**config.mk**
```make
export PLATFORM = sky130hd
export DESIGN_NAME = bscr_top
export DESIGN_NICKNAME = d
export VERILOG_FILES = /design/src/verilog/bscr_pkg.sv /design/src/verilog/bscr_strap_decode.sv /design/src/verilog/bscr_top.sv
export SDC_FILE = /design/constraint.sdc
export NUM_CORES = 1
export LEC_CHECK = 0
export ABC_AREA = 1
export BUFFER_PORTS_ARGS = -buffer_cell sky130_fd_sc_hd__buf_4
export CELL_PAD_IN_SITES_DETAIL_PLACEMENT = 1
export CELL_PAD_IN_SITES_GLOBAL_PLACEMENT = 1
export CORE_UTILIZATION = 43
export CTS_CLUSTER_DIAMETER = 30
export DETAILED_ROUTE_END_ITERATION = 8
export GPL_TIMING_DRIVEN = 0
export HOLD_SLACK_MARGIN = 0.08
export PLACE_DENSITY_LB_ADDON = 0.1
export SLEW_MARGIN = 20
export SYNTH_ARGS = -nofsm -noshare
export SYNTH_HDL_FRONTEND = slang
export SYNTH_SLANG_ARGS = --single-unit
export TNS_END_PERCENT = 10
```
**constraint.sdc**
```tcl
create_clock -name clock -period 2.95 [get_ports clock]
set_input_delay 0.1475 -clock clock [delete_from_list [all_inputs] [get_ports clock]]
set_output_delay 0.1475 -clock clock [all_outputs]
set_load 0.05 [all_outputs]
```
**src/verilog/bscr_pkg.sv**
```systemverilog
// Shared constants and types for the boot strap, clock and reset loader.
// Assumes a single 125 MHz clock domain and a 32-bit APB register port.
package bscr_pkg;

  // ==========================================================================
  // Register map (byte addresses)
  localparam logic [7:0] CTRL_OFS     = 8'h00;
  localparam logic [7:0] STAT_OFS     = 8'h04;
  localparam logic [7:0] STRAP_OFS    = 8'h08;
  localparam logic [7:0] CORE_CNT_OFS = 8'h0c;
  localparam logic [7:0] EXT_CNT_OFS  = 8'h10;

  // ==========================================================================
  // Control register fields
  localparam int          CTRL_BOOT_DONE_BIT = 0;
  localparam logic [31:0] CTRL_RST           = 32'h0000_0000;

  // ==========================================================================
  // Status register fields
  localparam int STAT_MODE_LSB      = 0;
  localparam int STAT_RATIO_LSB     = 8;
  localparam int STAT_RATIO_BAD_BIT = 11;
  localparam int STAT_MASTER_BIT    = 12;
  localparam int STAT_CLK_OE_BIT    = 13;
  localparam int STAT_KEEP_BIT      = 14;
  localparam int STAT_BSEL_OE_BIT   = 15;

  // ==========================================================================
  // Latched strap register fields
  localparam int STRAP_EPROM_BIT = 0;
  localparam int STRAP_LINK_BIT  = 1;
  localparam int STRAP_BSEL_BIT  = 2;
  localparam int STRAP_RATIO_LSB = 4;
  localparam int STRAP_ID_LSB    = 8;

  // ==========================================================================
  // Boot modes, one-hot
  typedef enum logic [4:0] {
    BOOT_EPROM = 5'b00001,
    BOOT_HOST  = 5'b00010,
    BOOT_LINK  = 5'b00100,
    BOOT_NONE  = 5'b01000,
    BOOT_RSVD  = 5'b10000
  } bscr_boot_e;

  // ==========================================================================
  // Clock ratio and reset defaults
  // Sixteen 3-bit entries, entry k at bits 3k+2..3k; zero marks an unused
  // code. Default: code 0 gives 2, code 1 gives 3, code 2 gives 4.
  localparam logic [47:0] RATIO_MAP_DFLT = 48'h0000_0000_011a;
  localparam logic [2:0]  RATIO_SAFE     = 3'h2;
  localparam logic [31:0] RESET_VEC_DFLT = 32'h0000_0100;
  localparam logic [1:0]  KEEP_ID_HIGH   = 2'h0;

endpackage

```
**src/verilog/bscr_strap_decode.sv**
```systemverilog
// Combinational decode of the boot straps and the core ratio straps.
// Assumes its inputs are already latched and stable.
`timescale 1ns/100ps
module bscr_strap_decode #(
  parameter logic [47:0] RATIO_MAP = bscr_pkg::RATIO_MAP_DFLT
) (
  input  wire logic              eprom_boot_strap,
  input  wire logic              link_boot_strap,
  input  wire logic              boot_select_level,
  input  wire logic [3:0]        core_ratio_straps,
  output bscr_pkg::bscr_boot_e   boot_mode,
  output logic      [2:0]        core_ratio,
  output logic                   ratio_bad
);

  // ==========================================================================
  // Boot mode
  wire [2:0] code = {eprom_boot_strap, link_boot_strap, boot_select_level};

  always_comb begin
    unique case (code)
      3'b100, 3'b101: boot_mode = bscr_pkg::BOOT_EPROM;
      3'b001:         boot_mode = bscr_pkg::BOOT_HOST;
      3'b011:         boot_mode = bscr_pkg::BOOT_LINK;
      3'b000:         boot_mode = bscr_pkg::BOOT_NONE;
      default:        boot_mode = bscr_pkg::BOOT_RSVD;
    endcase
  end

  // ==========================================================================
  // Ratio lookup; an unused code falls back to the slowest legal ratio.
  wire [2:0] map_entry = RATIO_MAP[{core_ratio_straps, 2'b00} -
                                   {2'b00, core_ratio_straps} +: 3];
  assign ratio_bad  = (map_entry < 3'h2) || (map_entry > 3'h4);
  assign core_ratio = ratio_bad ? bscr_pkg::RATIO_SAFE : map_entry;

endmodule

```
**src/verilog/bscr_top.sv**
```systemverilog
// Boot strap, core clock ratio and reset entry logic with an APB port.
// Assumes straps are synchronous to clock and the clock never stops.
`timescale 1ns/100ps
module bscr_top #(
  parameter logic [47:0] RATIO_MAP = bscr_pkg::RATIO_MAP_DFLT,
  parameter logic [31:0] RESET_VEC = bscr_pkg::RESET_VEC_DFLT
) (
  input  wire logic        clock,
  input  wire logic        sys_rst,
  input  wire logic        eprom_boot_strap,
  input  wire logic        link_boot_strap,
  input  wire logic        boot_memory_select_in,
  output logic             boot_memory_select_out,
  output logic             boot_memory_select_oe,
  input  wire logic [3:0]  core_ratio_straps,
  input  wire logic [2:0]  processor_id_straps,
  input  wire logic        bus_master,
  input  wire logic        host_bus_grant_n,
  output logic             local_clock_out,
  output logic             local_clock_oe,
  output logic             local_clock_keep_en,
  output logic [2:0]       core_ratio,
  output logic             ext_port_cycle,
  output logic             fetch_start,
  output logic [31:0]      fetch_addr,
  input  wire logic        psel,
  input  wire logic        penable,
  input  wire logic        pwrite,
  input  wire logic [7:0]  paddr,
  input  wire logic [31:0] pwdata,
  input  wire logic [3:0]  pstrb,
  output logic [31:0]      prdata,
  output logic             pready,
  output logic             pslverr
);

  // ==========================================================================
  // Strap capture
  // Straps follow the pins while reset is high and freeze at release, so a
  // board that moves a strap later has no effect until the next reset.
  logic       eprom_q;
  logic       link_q;
  logic       bsel_q;
  logic [3:0] ratio_q;
  logic [2:0] id_q;

  always_ff @(posedge clock) begin
    if (sys_rst) begin
      eprom_q <= eprom_boot_strap;
      link_q  <= link_boot_strap;
      bsel_q  <= boot_memory_select_in;
      ratio_q <= core_ratio_straps;
      id_q    <= processor_id_straps;
    end
  end

  // ==========================================================================
  // Decode
  bscr_pkg::bscr_boot_e boot_mode;
  logic [2:0]           ratio_dec;
  logic                 ratio_bad;

  bscr_strap_decode #(
    .RATIO_MAP (RATIO_MAP)
  ) u_decode (
    .eprom_boot_strap  (eprom_q),
    .link_boot_strap   (link_q),
    .boot_select_level (bsel_q),
    .core_ratio_straps (ratio_q),
    .boot_mode         (boot_mode),
    .core_ratio        (ratio_dec),
    .ratio_bad         (ratio_bad)
  );

  // ==========================================================================
  // Register decode
  logic [31:0] ctrl;
  logic [31:0] core_cycles;
  logic [31:0] ext_cycles;

  wire setup_phase = psel & ~penable;
  wire wr_commit   = psel & penable & pready & pwrite;
  wire hit_ctrl    = (paddr == bscr_pkg::CTRL_OFS);
  wire hit_stat    = (paddr == bscr_pkg::STAT_OFS);
  wire hit_strap   = (paddr == bscr_pkg::STRAP_OFS);
  wire hit_core    = (paddr == bscr_pkg::CORE_CNT_OFS);
  wire hit_ext     = (paddr == bscr_pkg::EXT_CNT_OFS);
  wire hit_any     = hit_ctrl | hit_stat | hit_strap | hit_core | hit_ext;
  wire boot_done   = ctrl[bscr_pkg::CTRL_BOOT_DONE_BIT];
  wire is_eprom    = (boot_mode == bscr_pkg::BOOT_EPROM);

  // Only the control register is writable; other writes are ignored.
  wire [31:0] strb_mask;

  for (genvar b = 0; b < 4; b++) begin : g_strb
    assign strb_mask[8*b +: 8] = {8{pstrb[b]}};
  end

  wire [31:0] next_ctrl = (ctrl & ~strb_mask) | (pwdata & strb_mask &
                          32'h0000_0001);

  wire [31:0] stat_word =
    ({27'h0, boot_mode}     << bscr_pkg::STAT_MODE_LSB) |
    ({29'h0, core_ratio}    << bscr_pkg::STAT_RATIO_LSB) |
    ({31'h0, ratio_bad}     << bscr_pkg::STAT_RATIO_BAD_BIT) |
    ({31'h0, bus_master}    << bscr_pkg::STAT_MASTER_BIT) |
    ({31'h0, local_clock_oe} << bscr_pkg::STAT_CLK_OE_BIT) |
    ({31'h0, local_clock_keep_en} << bscr_pkg::STAT_KEEP_BIT) |
    ({31'h0, boot_memory_select_oe} << bscr_pkg::STAT_BSEL_OE_BIT);

  wire [31:0] strap_word =
    ({31'h0, eprom_q} << bscr_pkg::STRAP_EPROM_BIT) |
    ({31'h0, link_q}  << bscr_pkg::STRAP_LINK_BIT) |
    ({31'h0, bsel_q}  << bscr_pkg::STRAP_BSEL_BIT) |
    ({28'h0, ratio_q} << bscr_pkg::STRAP_RATIO_LSB) |
    ({29'h0, id_q}    << bscr_pkg::STRAP_ID_LSB);

  wire [31:0] read_word = hit_ctrl  ? ctrl :
                          hit_stat  ? stat_word :
                          hit_strap ? strap_word :
                          hit_core  ? core_cycles :
                          hit_ext   ? ext_cycles : 32'h0000_0000;

  // ==========================================================================
  // APB slave
  // Answer is staged in the setup cycle so every bus output is a flop and
  // each transfer still completes in its first access cycle.
  always_ff @(posedge clock) begin
    if (sys_rst) begin
      pready  <= 1'b0;
      pslverr <= 1'b0;
      prdata  <= 32'h0000_0000;
    end else begin
      pready  <= setup_phase;
      pslverr <= setup_phase & ~hit_any;
      prdata  <= (setup_phase & ~pwrite) ? read_word : 32'h0000_0000;
    end
  end

  always_ff @(posedge clock) begin
    if (sys_rst) begin
      ctrl <= bscr_pkg::CTRL_RST;
    end else if (wr_commit && hit_ctrl) begin
      ctrl <= next_ctrl;
    end
  end

  // ==========================================================================
  // Core clock ratio and cycle counters
  // The ratio register reloads the decoded straps every cycle out of reset; the
  // strap latch keeps it constant during operation even if the pins later move.
  always_ff @(posedge clock) begin
    if (sys_rst) begin
      core_ratio     <= bscr_pkg::RATIO_SAFE;
      core_cycles    <= 32'h0000_0000;
      ext_cycles     <= 32'h0000_0000;
      ext_port_cycle <= 1'b0;
    end else begin
      core_ratio     <= ratio_dec;
      core_cycles    <= core_cycles + {29'h0, core_ratio};
      ext_cycles     <= ext_cycles + 32'h0000_0001;
      ext_port_cycle <= 1'b1;
    end
  end

  // ==========================================================================
  // Boot memory select pin
  // In EPROM mode the pin is an active-low chip select held low until
  // software marks the boot load as done; elsewhere it is never driven.
  always_ff @(posedge clock) begin
    if (sys_rst) begin
      boot_memory_select_oe  <= 1'b0;
      boot_memory_select_out <= 1'b1;
    end else begin
      boot_memory_select_oe  <= is_eprom;
      boot_memory_select_out <= ~is_eprom | boot_done;
    end
  end

  // ==========================================================================
  // Local clock output
  // The pin forwards the input clock itself; a divided flop copy would run
  // at half rate. Only its enable and keeper control are registered.
  assign local_clock_out = clock;

  always_ff @(posedge clock) begin
    if (sys_rst) begin
      local_clock_oe      <= 1'b0;
      local_clock_keep_en <= 1'b0;
    end else begin
      local_clock_oe      <= bus_master & host_bus_grant_n;
      local_clock_keep_en <= (id_q[2:1] == bscr_pkg::KEEP_ID_HIGH);
    end
  end

  // ==========================================================================
  // Reset entry
  logic in_reset_d;

  always_ff @(posedge clock) begin
    if (sys_rst) begin
      in_reset_d  <= 1'b1;
      fetch_start <= 1'b0;
      fetch_addr  <= 32'h0000_0000;
    end else begin
      in_reset_d  <= 1'b0;
      fetch_start <= in_reset_d;
      fetch_addr  <= RESET_VEC;
    end
  end

endmodule

```
[After elaboration in Yosys (flattened, before gate mapping)]
Cells that the tools add are included.
Operators by class
  add/sub/neg operators: 3
  multiply operators: 0
  divide/modulo/power cells: 0
  $lt $le $gt $ge: 2
  equality and inequality tests: 9
  shifts and indexed selects: 1
  mux-type cells: 9
  bitwise gates (word level): 31
  reductions and logical operators: 8
Operators with widths (count)
  32-bit 2-to-1 mux: 5
  48-bit by 7-bit indexed part select with 3-bit output (first input constant): 1
  32-bit by 1-bit adder with 32-bit output (second input constant): 1
  32-bit by 3-bit adder with 32-bit output: 1
  32-bit AND: 1
  32-bit inverter: 1
  32-bit by 1-bit OR with 32-bit output: 1
  5-bit one-hot mux with 4 select lines: 1
  8-bit by 4-bit == test with 1-bit output (second input constant): 2
  15-bit by 16-bit OR with 16-bit output: 1
  14-bit by 15-bit OR with 15-bit output: 1
  13-bit by 14-bit OR with 14-bit output: 1
  12-bit by 13-bit OR with 13-bit output: 1
  11-bit by 12-bit OR with 12-bit output: 1
  5-bit by 11-bit OR with 11-bit output: 1
  8-bit by 11-bit OR with 11-bit output: 1
  9-bit 2-to-1 mux: 1
  1-bit AND: 8
  8-bit by 3-bit == test with 1-bit output (second input constant): 1
  8-bit by 5-bit == test with 1-bit output (second input constant): 1
  8-bit logical NOT: 1
  3-bit by 8-bit OR with 8-bit output: 1
  3-bit == test (second input constant): 2
  2-bit OR reduction: 3
  15 further kinds: 24
Storage, ports and cells
  flip-flop bits (word level): 182
  bits in latches: 0
  bits in writable memories: 0
  memory bits (read-only): 0
  bits of input ports: 61
  memories kept: 0

[Longest topological paths before layout]
Gate-level depths: netlist of the first run.
  word-level depth: 11
  depth in mapped cells: 13
  gate-level depth less buffers: 13

[Modules after synthesis]
A second synthesis of the first run with hierarchy kept.
Second synthesis, totals
  cells, all modules: 1060
  area, all modules: 7537.2 µm²
Modules (own cells, without submodules)
  bscr_top: instances 1, cells each 1002, area each 7231.9 µm²
  bscr_strap_decode: instances 1, cells each 58, area each 305.3 µm²

==> impl_metrics.yaml, run 1 <==
outcome:
  status: "finished clean"
yosys:
  synthArstFlopShare: 0
  synth-seq-cells: 150
  ys_types: 40
  ys_seq_area_frac: 0.436
  yosysTopAreaCell: "dfxtp_1"
  yosysMostFrequentCell: "nand2_1"
  syn_area_per_cell_um2: 7.34
  syn_inst: 970
  ys.flop_type: "dfxtp_1"
  yosys.area.top_type_share: 0.394
  synth_area_leaders: "dfxtp_1 39%, nand2_1 10%, inv_1 7.6%"
  ys.warnings.count: 0
  synth_edf_count: 10
  synthesis.area_mm2: 0.00712
  synth.top_cells.by_count: "192 x nand2_1, 144 x inv_1, 140 x dfxtp_1"
route:
  routed_wl_um: 24500
  drtAntennaViolNets: 0
  firstDrtPassIters: 5
  drc: 0
  first_iter_violations: 524
  vias_per_cell: 5.26
  num_vias: 7099
  wl_per_cell_um: 18.2
cts:
  cts_tree: "built"
  path_clk_slew_ns: 0.06
  cts_resized: 0
  clk_latency_ns: 0.55
  ctsHoldBuffers: 25
  cts_setup_buffers: 0
finish:
  fin_nets: 1190
  post_layout_nonfiller_instances: 1350
  regArea_mm2: 0.00310
  diodes: 0
  final_cell_area_mm2: 0.00897
  syn_to_final_growth_pct: 26.0
  layout-drive-gt1-share: 0.165
  multi_input_area_mm2: 0.00319
  fill_cells: 2098
die:
  die_x_um: 131
  coreArea_mm2: 0.0160
  rows: 46
  ios: 137
  dieArea_mm2: 0.0171
  initial_utilization: 0.445
  die_y_um: 131
placement:
  port_buffers: 74
  place.gp.congestion: 0.895
  place_area_mm2: 0.00806
  dpl.cell_count: 1290
  hpwl_um: 18000
timing:
  setup_viol: 0
  report.final.slew_viol_count: 0
  relSlewSlack: 0.488
  hold_violations: 0
  tightest_slew_ns: 0.761
  period_share: 0.829
  timing.fmax_mhz: 409
  fin_tns_setup_ns: 0
  rsz0062_at_grt: "no"
  period_needed_ns: 2.45
  worst_clock_skew_ns: 0.00740
grt:
  antenna_found_initial: 0
  grt_pass1_vias: 7087
  grt-ovfl-total: 0
  grt_max_degree: 17
  grt_usage: 0.305
  grt_pass1_wl_um: 38100
worst_setup_path:
  crit_path_end_kind: "register"
  path_cells: "ha_1 -> fa_1 -> nand2_1 -> nand2_1 -> nand3_1 -> nor2_1 -> nand2_1 -> nor2_1 -> inv_1 -> o21ai_0 -> a21oi_1"
  max_stage_delay_ns: 0.45
  cp_data_arrival_time_ns: 2.88
  r2r_setup_slack_ns: 0.50
  cp_slowest_cell: "dfxtp_1"
  crit_required_ns: 3.38
  crit_path_frequent_cell: "nand2_1"
  worstSetupStartpointType: "register"
  path_max_fanout: 5
  path_class: "reg2reg"
power_and_ir_drop:
  leakagePower_uw: 0.00388
  powerDensity_mw_per_mm2: 555
  ir_worst_vdd_v: 0.000524
  power.total_uw: 4980
min_path:
  worstHoldPathType: "in2reg"
job:
  max_cap_viol_count: 0
==> area by class of cell <==
cell class,instances,share of cell area
multi-input cells,640,0.355
clock buffers,23,0.0586
plain buffers,59,0.0420
well taps,216,0.0301
flip-flops and latches,150,0.346
clock inverters,13,0.0163
repair buffers,98,0.0889
inverters,151,0.0632
==> report_power, final <==
part / switching, µW / leakage (µW) / internal (µW)
clock network: 1000 / 0.000333 / 1490
logic: 261 / 0.00231 / 131
registers: 25.7 / 0.00123 / 2070
==> logic make-up after synthesis <==
family | after synthesis | share of synthesized area
simple gates | 400 | 0.255
buf+inv | 210 | 0.132
compound gates | 199 | 0.159
flops | 150 | 0.436
fa+ha+maj | 8 | 0.0151
xor+xnor | 2 | 0.00246
other cells | 1 | 0.000527
==> sequential cells by signal, indices dropped and copies added (netlist names), 3 cells and up, named ones only <==
signal and flops:
core_cycles 32, core_ratio 3, ctrl 31, ext_cycles 32, id_q 3, prdata 32
ratio_q 4
==> worst max-delay path: cells and delay by family, from the launching register on <==
family	cells	cell delay (ns)
adders and majority gates	2	0.44
AOI/OAI and AO/OA	2	0.28
buffers and inverters	1	0.11
and+or+nand+nor	6	1.06
DFF	1	0.45
==> layer usage <==
metal  part of all wire  GRT usage  vias up
met2               0.47      0.508      202
met4              0.026      0.117        0
met5                  0          0        -
met1               0.45      0.384     3410
li1                   -          -     3429
met3              0.046     0.0700       58
==> path summary, 6_finish.rpt <==
| kind | start | to | depth (start not counted) |
|---|---|---|---|
| worst max-delay path | core_ratio[0]$_SDFF_PP0_ | core_cycles[10]$_SDFF_PP0_ | 11 |
| worst max register to register | core_ratio[0]$_SDFF_PP0_ | core_cycles[10]$_SDFF_PP0_ | 11 |
| worst min-delay path | pstrb[2] | ctrl[23]$_SDFFE_PP0P_ | 4 |
| worst min register to register | in_reset_d$_DFF_P_ | fetch_start$_SDFF_PP0_ | 2 |
==> cells in the final DEF (no fill, tap or decap), types with 3 or more instances in the layout <==
master,netlist,routed
nand2_1,192,192
inv_1,144,144
dfxtp_1,140,140
buf_4,34,108
a21oi_1,72,72
nor2_1,71,71
o21ai_0,68,68
nand3_1,52,52
o211ai_1,43,43
conb_1,1,31
dlygate4sd3_1,0,25
nor3_1,24,24
clkbuf_16,0,20
nand4_1,18,18
clkbuf_1,10,11
buf_2,10,10
edfxtp_1,10,10
nor4_1,9,9
inv_2,7,7
nand2_2,7,7
ha_1,7,7
a31oi_1,6,6
nor2_2,5,5
nor2_4,4,4
o22ai_1,4,4
inv_6,0,4
clkinv_4,0,4
buf_1,3,3
nand3b_1,3,3
or2_2,3,3
or2_0,3,3
==> metrics by stage <==
step	worst slack, ns	utilization	hold WS [ns]
finish	0.504	0.561	0.0940
global route	0.354	0.561	0.0952
CTS	0.558	0.561	0.0832
detailed placement	0.669	0.504	0.327
global placement	0.683	0.504	0.325
floorplan	0.855	-	0.175
No activity file was read; power rests on OpenSTA's default activity.
==> run 2: changes to the inputs <==
--- a/config.mk
+++ b/config.mk
@@ -5,11 +5,11 @@
 export SDC_FILE = /design/constraint.sdc
 export NUM_CORES = 1
 export LEC_CHECK = 0
-export ABC_AREA = 1
+export ABC_AREA = 0
 export BUFFER_PORTS_ARGS = -buffer_cell sky130_fd_sc_hd__buf_4
 export CELL_PAD_IN_SITES_DETAIL_PLACEMENT = 1
 export CELL_PAD_IN_SITES_GLOBAL_PLACEMENT = 1
-export CORE_UTILIZATION = 43
+export CORE_UTILIZATION = 41
 export CTS_CLUSTER_DIAMETER = 30
 export DETAILED_ROUTE_END_ITERATION = 8
 export GPL_TIMING_DRIVEN = 0
==> constraint.sdc (replaced) <==
create_clock -name clock -period 2.4 [get_ports clock]
set_input_delay 0.12 -clock clock [delete_from_list [all_inputs] [get_ports clock]]
set_output_delay 0.12 -clock clock [all_outputs]
set_load 0.05 [all_outputs]
==> run 2 against run 1 <==
Net effect: synthesized cell count shrank 29%; via count fell by 25%; sequential share of layout area increased by 3.0 points; non-clock buffer count is 4 lower; sequential cell count unchanged; clock power increased by 13%; register-to-register slack got worse by 0.35 ns; power up 19%; cell count decreased by 22%; sequential power up 23%; global-route usage decreased by 6.2 points; clock skew grew 0.0020 ns; largest power group unchanged.
==> impl_metrics.yaml, run 2 <==
power_and_ir_drop:
  power.switching_uw: 1470
  seq_power_share: 0.438
  intPower_uw: 4430
  powerDensity_mw_per_mm2: 715
  swShare: 0.249
  leakagePower_uw: 0.00340
  p_comb_frac: 0.085
  clkPwrFrac: 0.477
  power.total_uw: 5900
  ir_worst_vdd_v: 0.000419
yosys:
  ys_types: 57
  yosysMostFrequentCell: "dfxtp_1"
  synthesis.area_mm2: 0.00651
  ys_seq_area_frac: 0.476
  syn_inst: 689
  synth.top_cells.by_count: "140 x dfxtp_1, 97 x nor2_1, 41 x xor2_1"
  synth_area_leaders: "dfxtp_1 43%, nor2_1 5.6%, xor2_1 5.5%"
  synth-seq-cells: 150
  synth_edf_count: 10
  synthArstFlopShare: 0
  ys.flop_type: "dfxtp_1"
  syn_area_per_cell_um2: 9.45
  ys.warnings.count: 0
  yosysTopAreaCell: "dfxtp_1"
  yosys.area.top_type_share: 0.430
timing:
  report.final.slew_viol_count: 0
  fin_tns_setup_ns: 0
  timing.fmax_mhz: 437
  worst_clock_skew_ns: 0.00937
  period_share: 0.953
  setup_viol: 0
  period_needed_ns: 2.29
  tightest_slew_ns: 1.01
  rsz0062_at_grt: "no"
  relSlewSlack: 0.319
  hold_violations: 0
grt:
  grt_max_degree: 18
  grt_pass1_vias: 5803
  grt_pass1_wl_um: 29700
  antenna_found_initial: 0
  grt-ovfl-total: 0
  grt_usage: 0.243
die:
  coreArea_mm2: 0.0154
  rows: 45
  ios: 137
  initial_utilization: 0.424
  dieArea_mm2: 0.0164
  die_x_um: 128
  die_y_um: 128
cts:
  clk_latency_ns: 0.54
  path_clk_slew_ns: 0.06
  cts_setup_buffers: 0
  cts_tree: "built"
route:
  num_vias: 5349
  wl_per_cell_um: 17.7
  vias_per_cell: 5.06
  drtAntennaViolNets: 0
  firstDrtPassIters: 4
  first_iter_violations: 234
  routed_wl_um: 18700
  drc: 0
finish:
  final_common_cell: "dfxtp_1"
  fin_nets: 903
  regArea_mm2: 0.00310
  layout_common_cells: "140 x dfxtp_1, 106 x buf_4, 97 x nor2_1, 41 x xor2_1, 35 x and2_1"
  diodes: 0
  syn_to_final_growth_pct: 26.7
  fill_cells: 1785
  multi_input_area_mm2: 0.00307
  top_regs: "core_cycles (32), ext_cycles (32), prdata (32)"
  layout-drive-gt1-share: 0.203
worst_setup_path:
  r2r_setup_slack_ns: 0.15
  crit_path_start: "paddr[2]"
  path_cells: "dlygate4sd3_1 -> buf_4 -> nor3_1 -> and4_2 -> nand3_1 -> dlygate4sd3_1 -> a21oi_1 -> dlygate4sd3_1"
  cp_data_arrival_time_ns: 2.77
  crit_required_ns: 2.88
  r2r_cells: 6
  crit_path_end_kind: "register"
  path_max_fanout: 6
  timing.rr.start: "pready$_SDFF_PP0_"
  cp_slowest_cell: "dlygate4sd3_1"
  worstSetupStartpointType: "primary input"
  max_stage_delay_ns: 0.56
  path_class: "in2reg"
  crit_path_frequent_cell: "dlygate4sd3_1"
placement:
  place.gp.congestion: 0.957
  hpwl_um: 13500
  port_buffers: 73
min_path:
  worstHoldPathType: "in2reg"
job:
  max_cap_viol_count: 0
outcome:
  status: "finished clean"
## run 2: how the worst min path moves through the flow
stage / slack [ns] / start / end / cells after the start
2_1_floorplan: 0.15 / sys_rst / in_reset_d$_DFF_P_ / 0
3_3_place_gp: 0.30 / core_ratio_straps[1] / ratio_q[1]$_DFFE_PP_ / 1
3_5_place_dp: 0.30 / core_ratio_straps[0] / ratio_q[0]$_DFFE_PP_ / 1
4_1_cts: 0.09 / pstrb[3] / ctrl[31]$_SDFFE_PP0P_ / 3
5_1_grt: 0.12 / pstrb[3] / ctrl[31]$_SDFFE_PP0P_ / 3
6_report: 0.09 / pstrb[3] / ctrl[31]$_SDFFE_PP0P_ / 3
## run 2: power groups by stage
stage	clock, µW	combinational (µW)	sequential [µW]
final	2820	503	2580
after global placement	113	458	2630
after global routing	2960	536	2590
after detailed placement	113	472	2640
after CTS	2860	500	2580
after floorplan	89.8	320	2650
## run 2: cells by family (layout without fill, tap and decap cells)
group,count (synthesis),in the layout,synth area share
other cells,1,31,0.000576
fa+ha+maj,8,8,0.0165
simple gates,281,281,0.231
flops,150,150,0.476
compound gates,95,95,0.0939
xor+xnor,51,51,0.0686
mux,26,26,0.0430
buf+inv,77,204,0.0697
## run 2: layout make-up
class,count,area share
Clock inverter,4,0.00243
Tap cell,211,0.0320
Timing Repair Buffer,93,0.0910
Multi-Input combinational cell,492,0.372
Buffer,60,0.0473
Clock buffer,31,0.0722
Sequential cell,150,0.376
Inverter,16,0.00728
## run 2: critical path: cells and delay by family
kind / cells / cell delay [ns]
AOI/OAI and AO/OA: 1 / 0.14
buffers and inverters: 4 / 1.81
and+or+nand+nor: 3 / 0.69
## run 2: through the flow
stage	util	instances	area (µm²)	hold WS [ns]	setup WS, ns
6_report	0.537	1057	8250	0.0900	0.113
5_1_grt	0.537	1057	8250	0.115	0.0168
2_1_floorplan	-	719	6630	0.148	0.137
3_5_place_dp	0.484	1003	7440	0.300	0.156
4_1_cts	0.537	1058	8260	0.0854	0.0268
3_3_place_gp	0.484	1003	7440	0.299	0.183
## run 2: layer usage
layer,GRT usage,up-vias,part of all wire
li1,-,2601,-
met5,0,-,0
met4,0.120,0,0.032
met3,0.0634,31,0.036
met2,0.424,118,0.50
met1,0.275,2599,0.43
## run 2: repair_timing
action,in CTS,in global routing
hold buffers,21,0
endpoints found under the hold margin,44,0
endpoints found under the setup margin,0,1
resized for setup,0,1
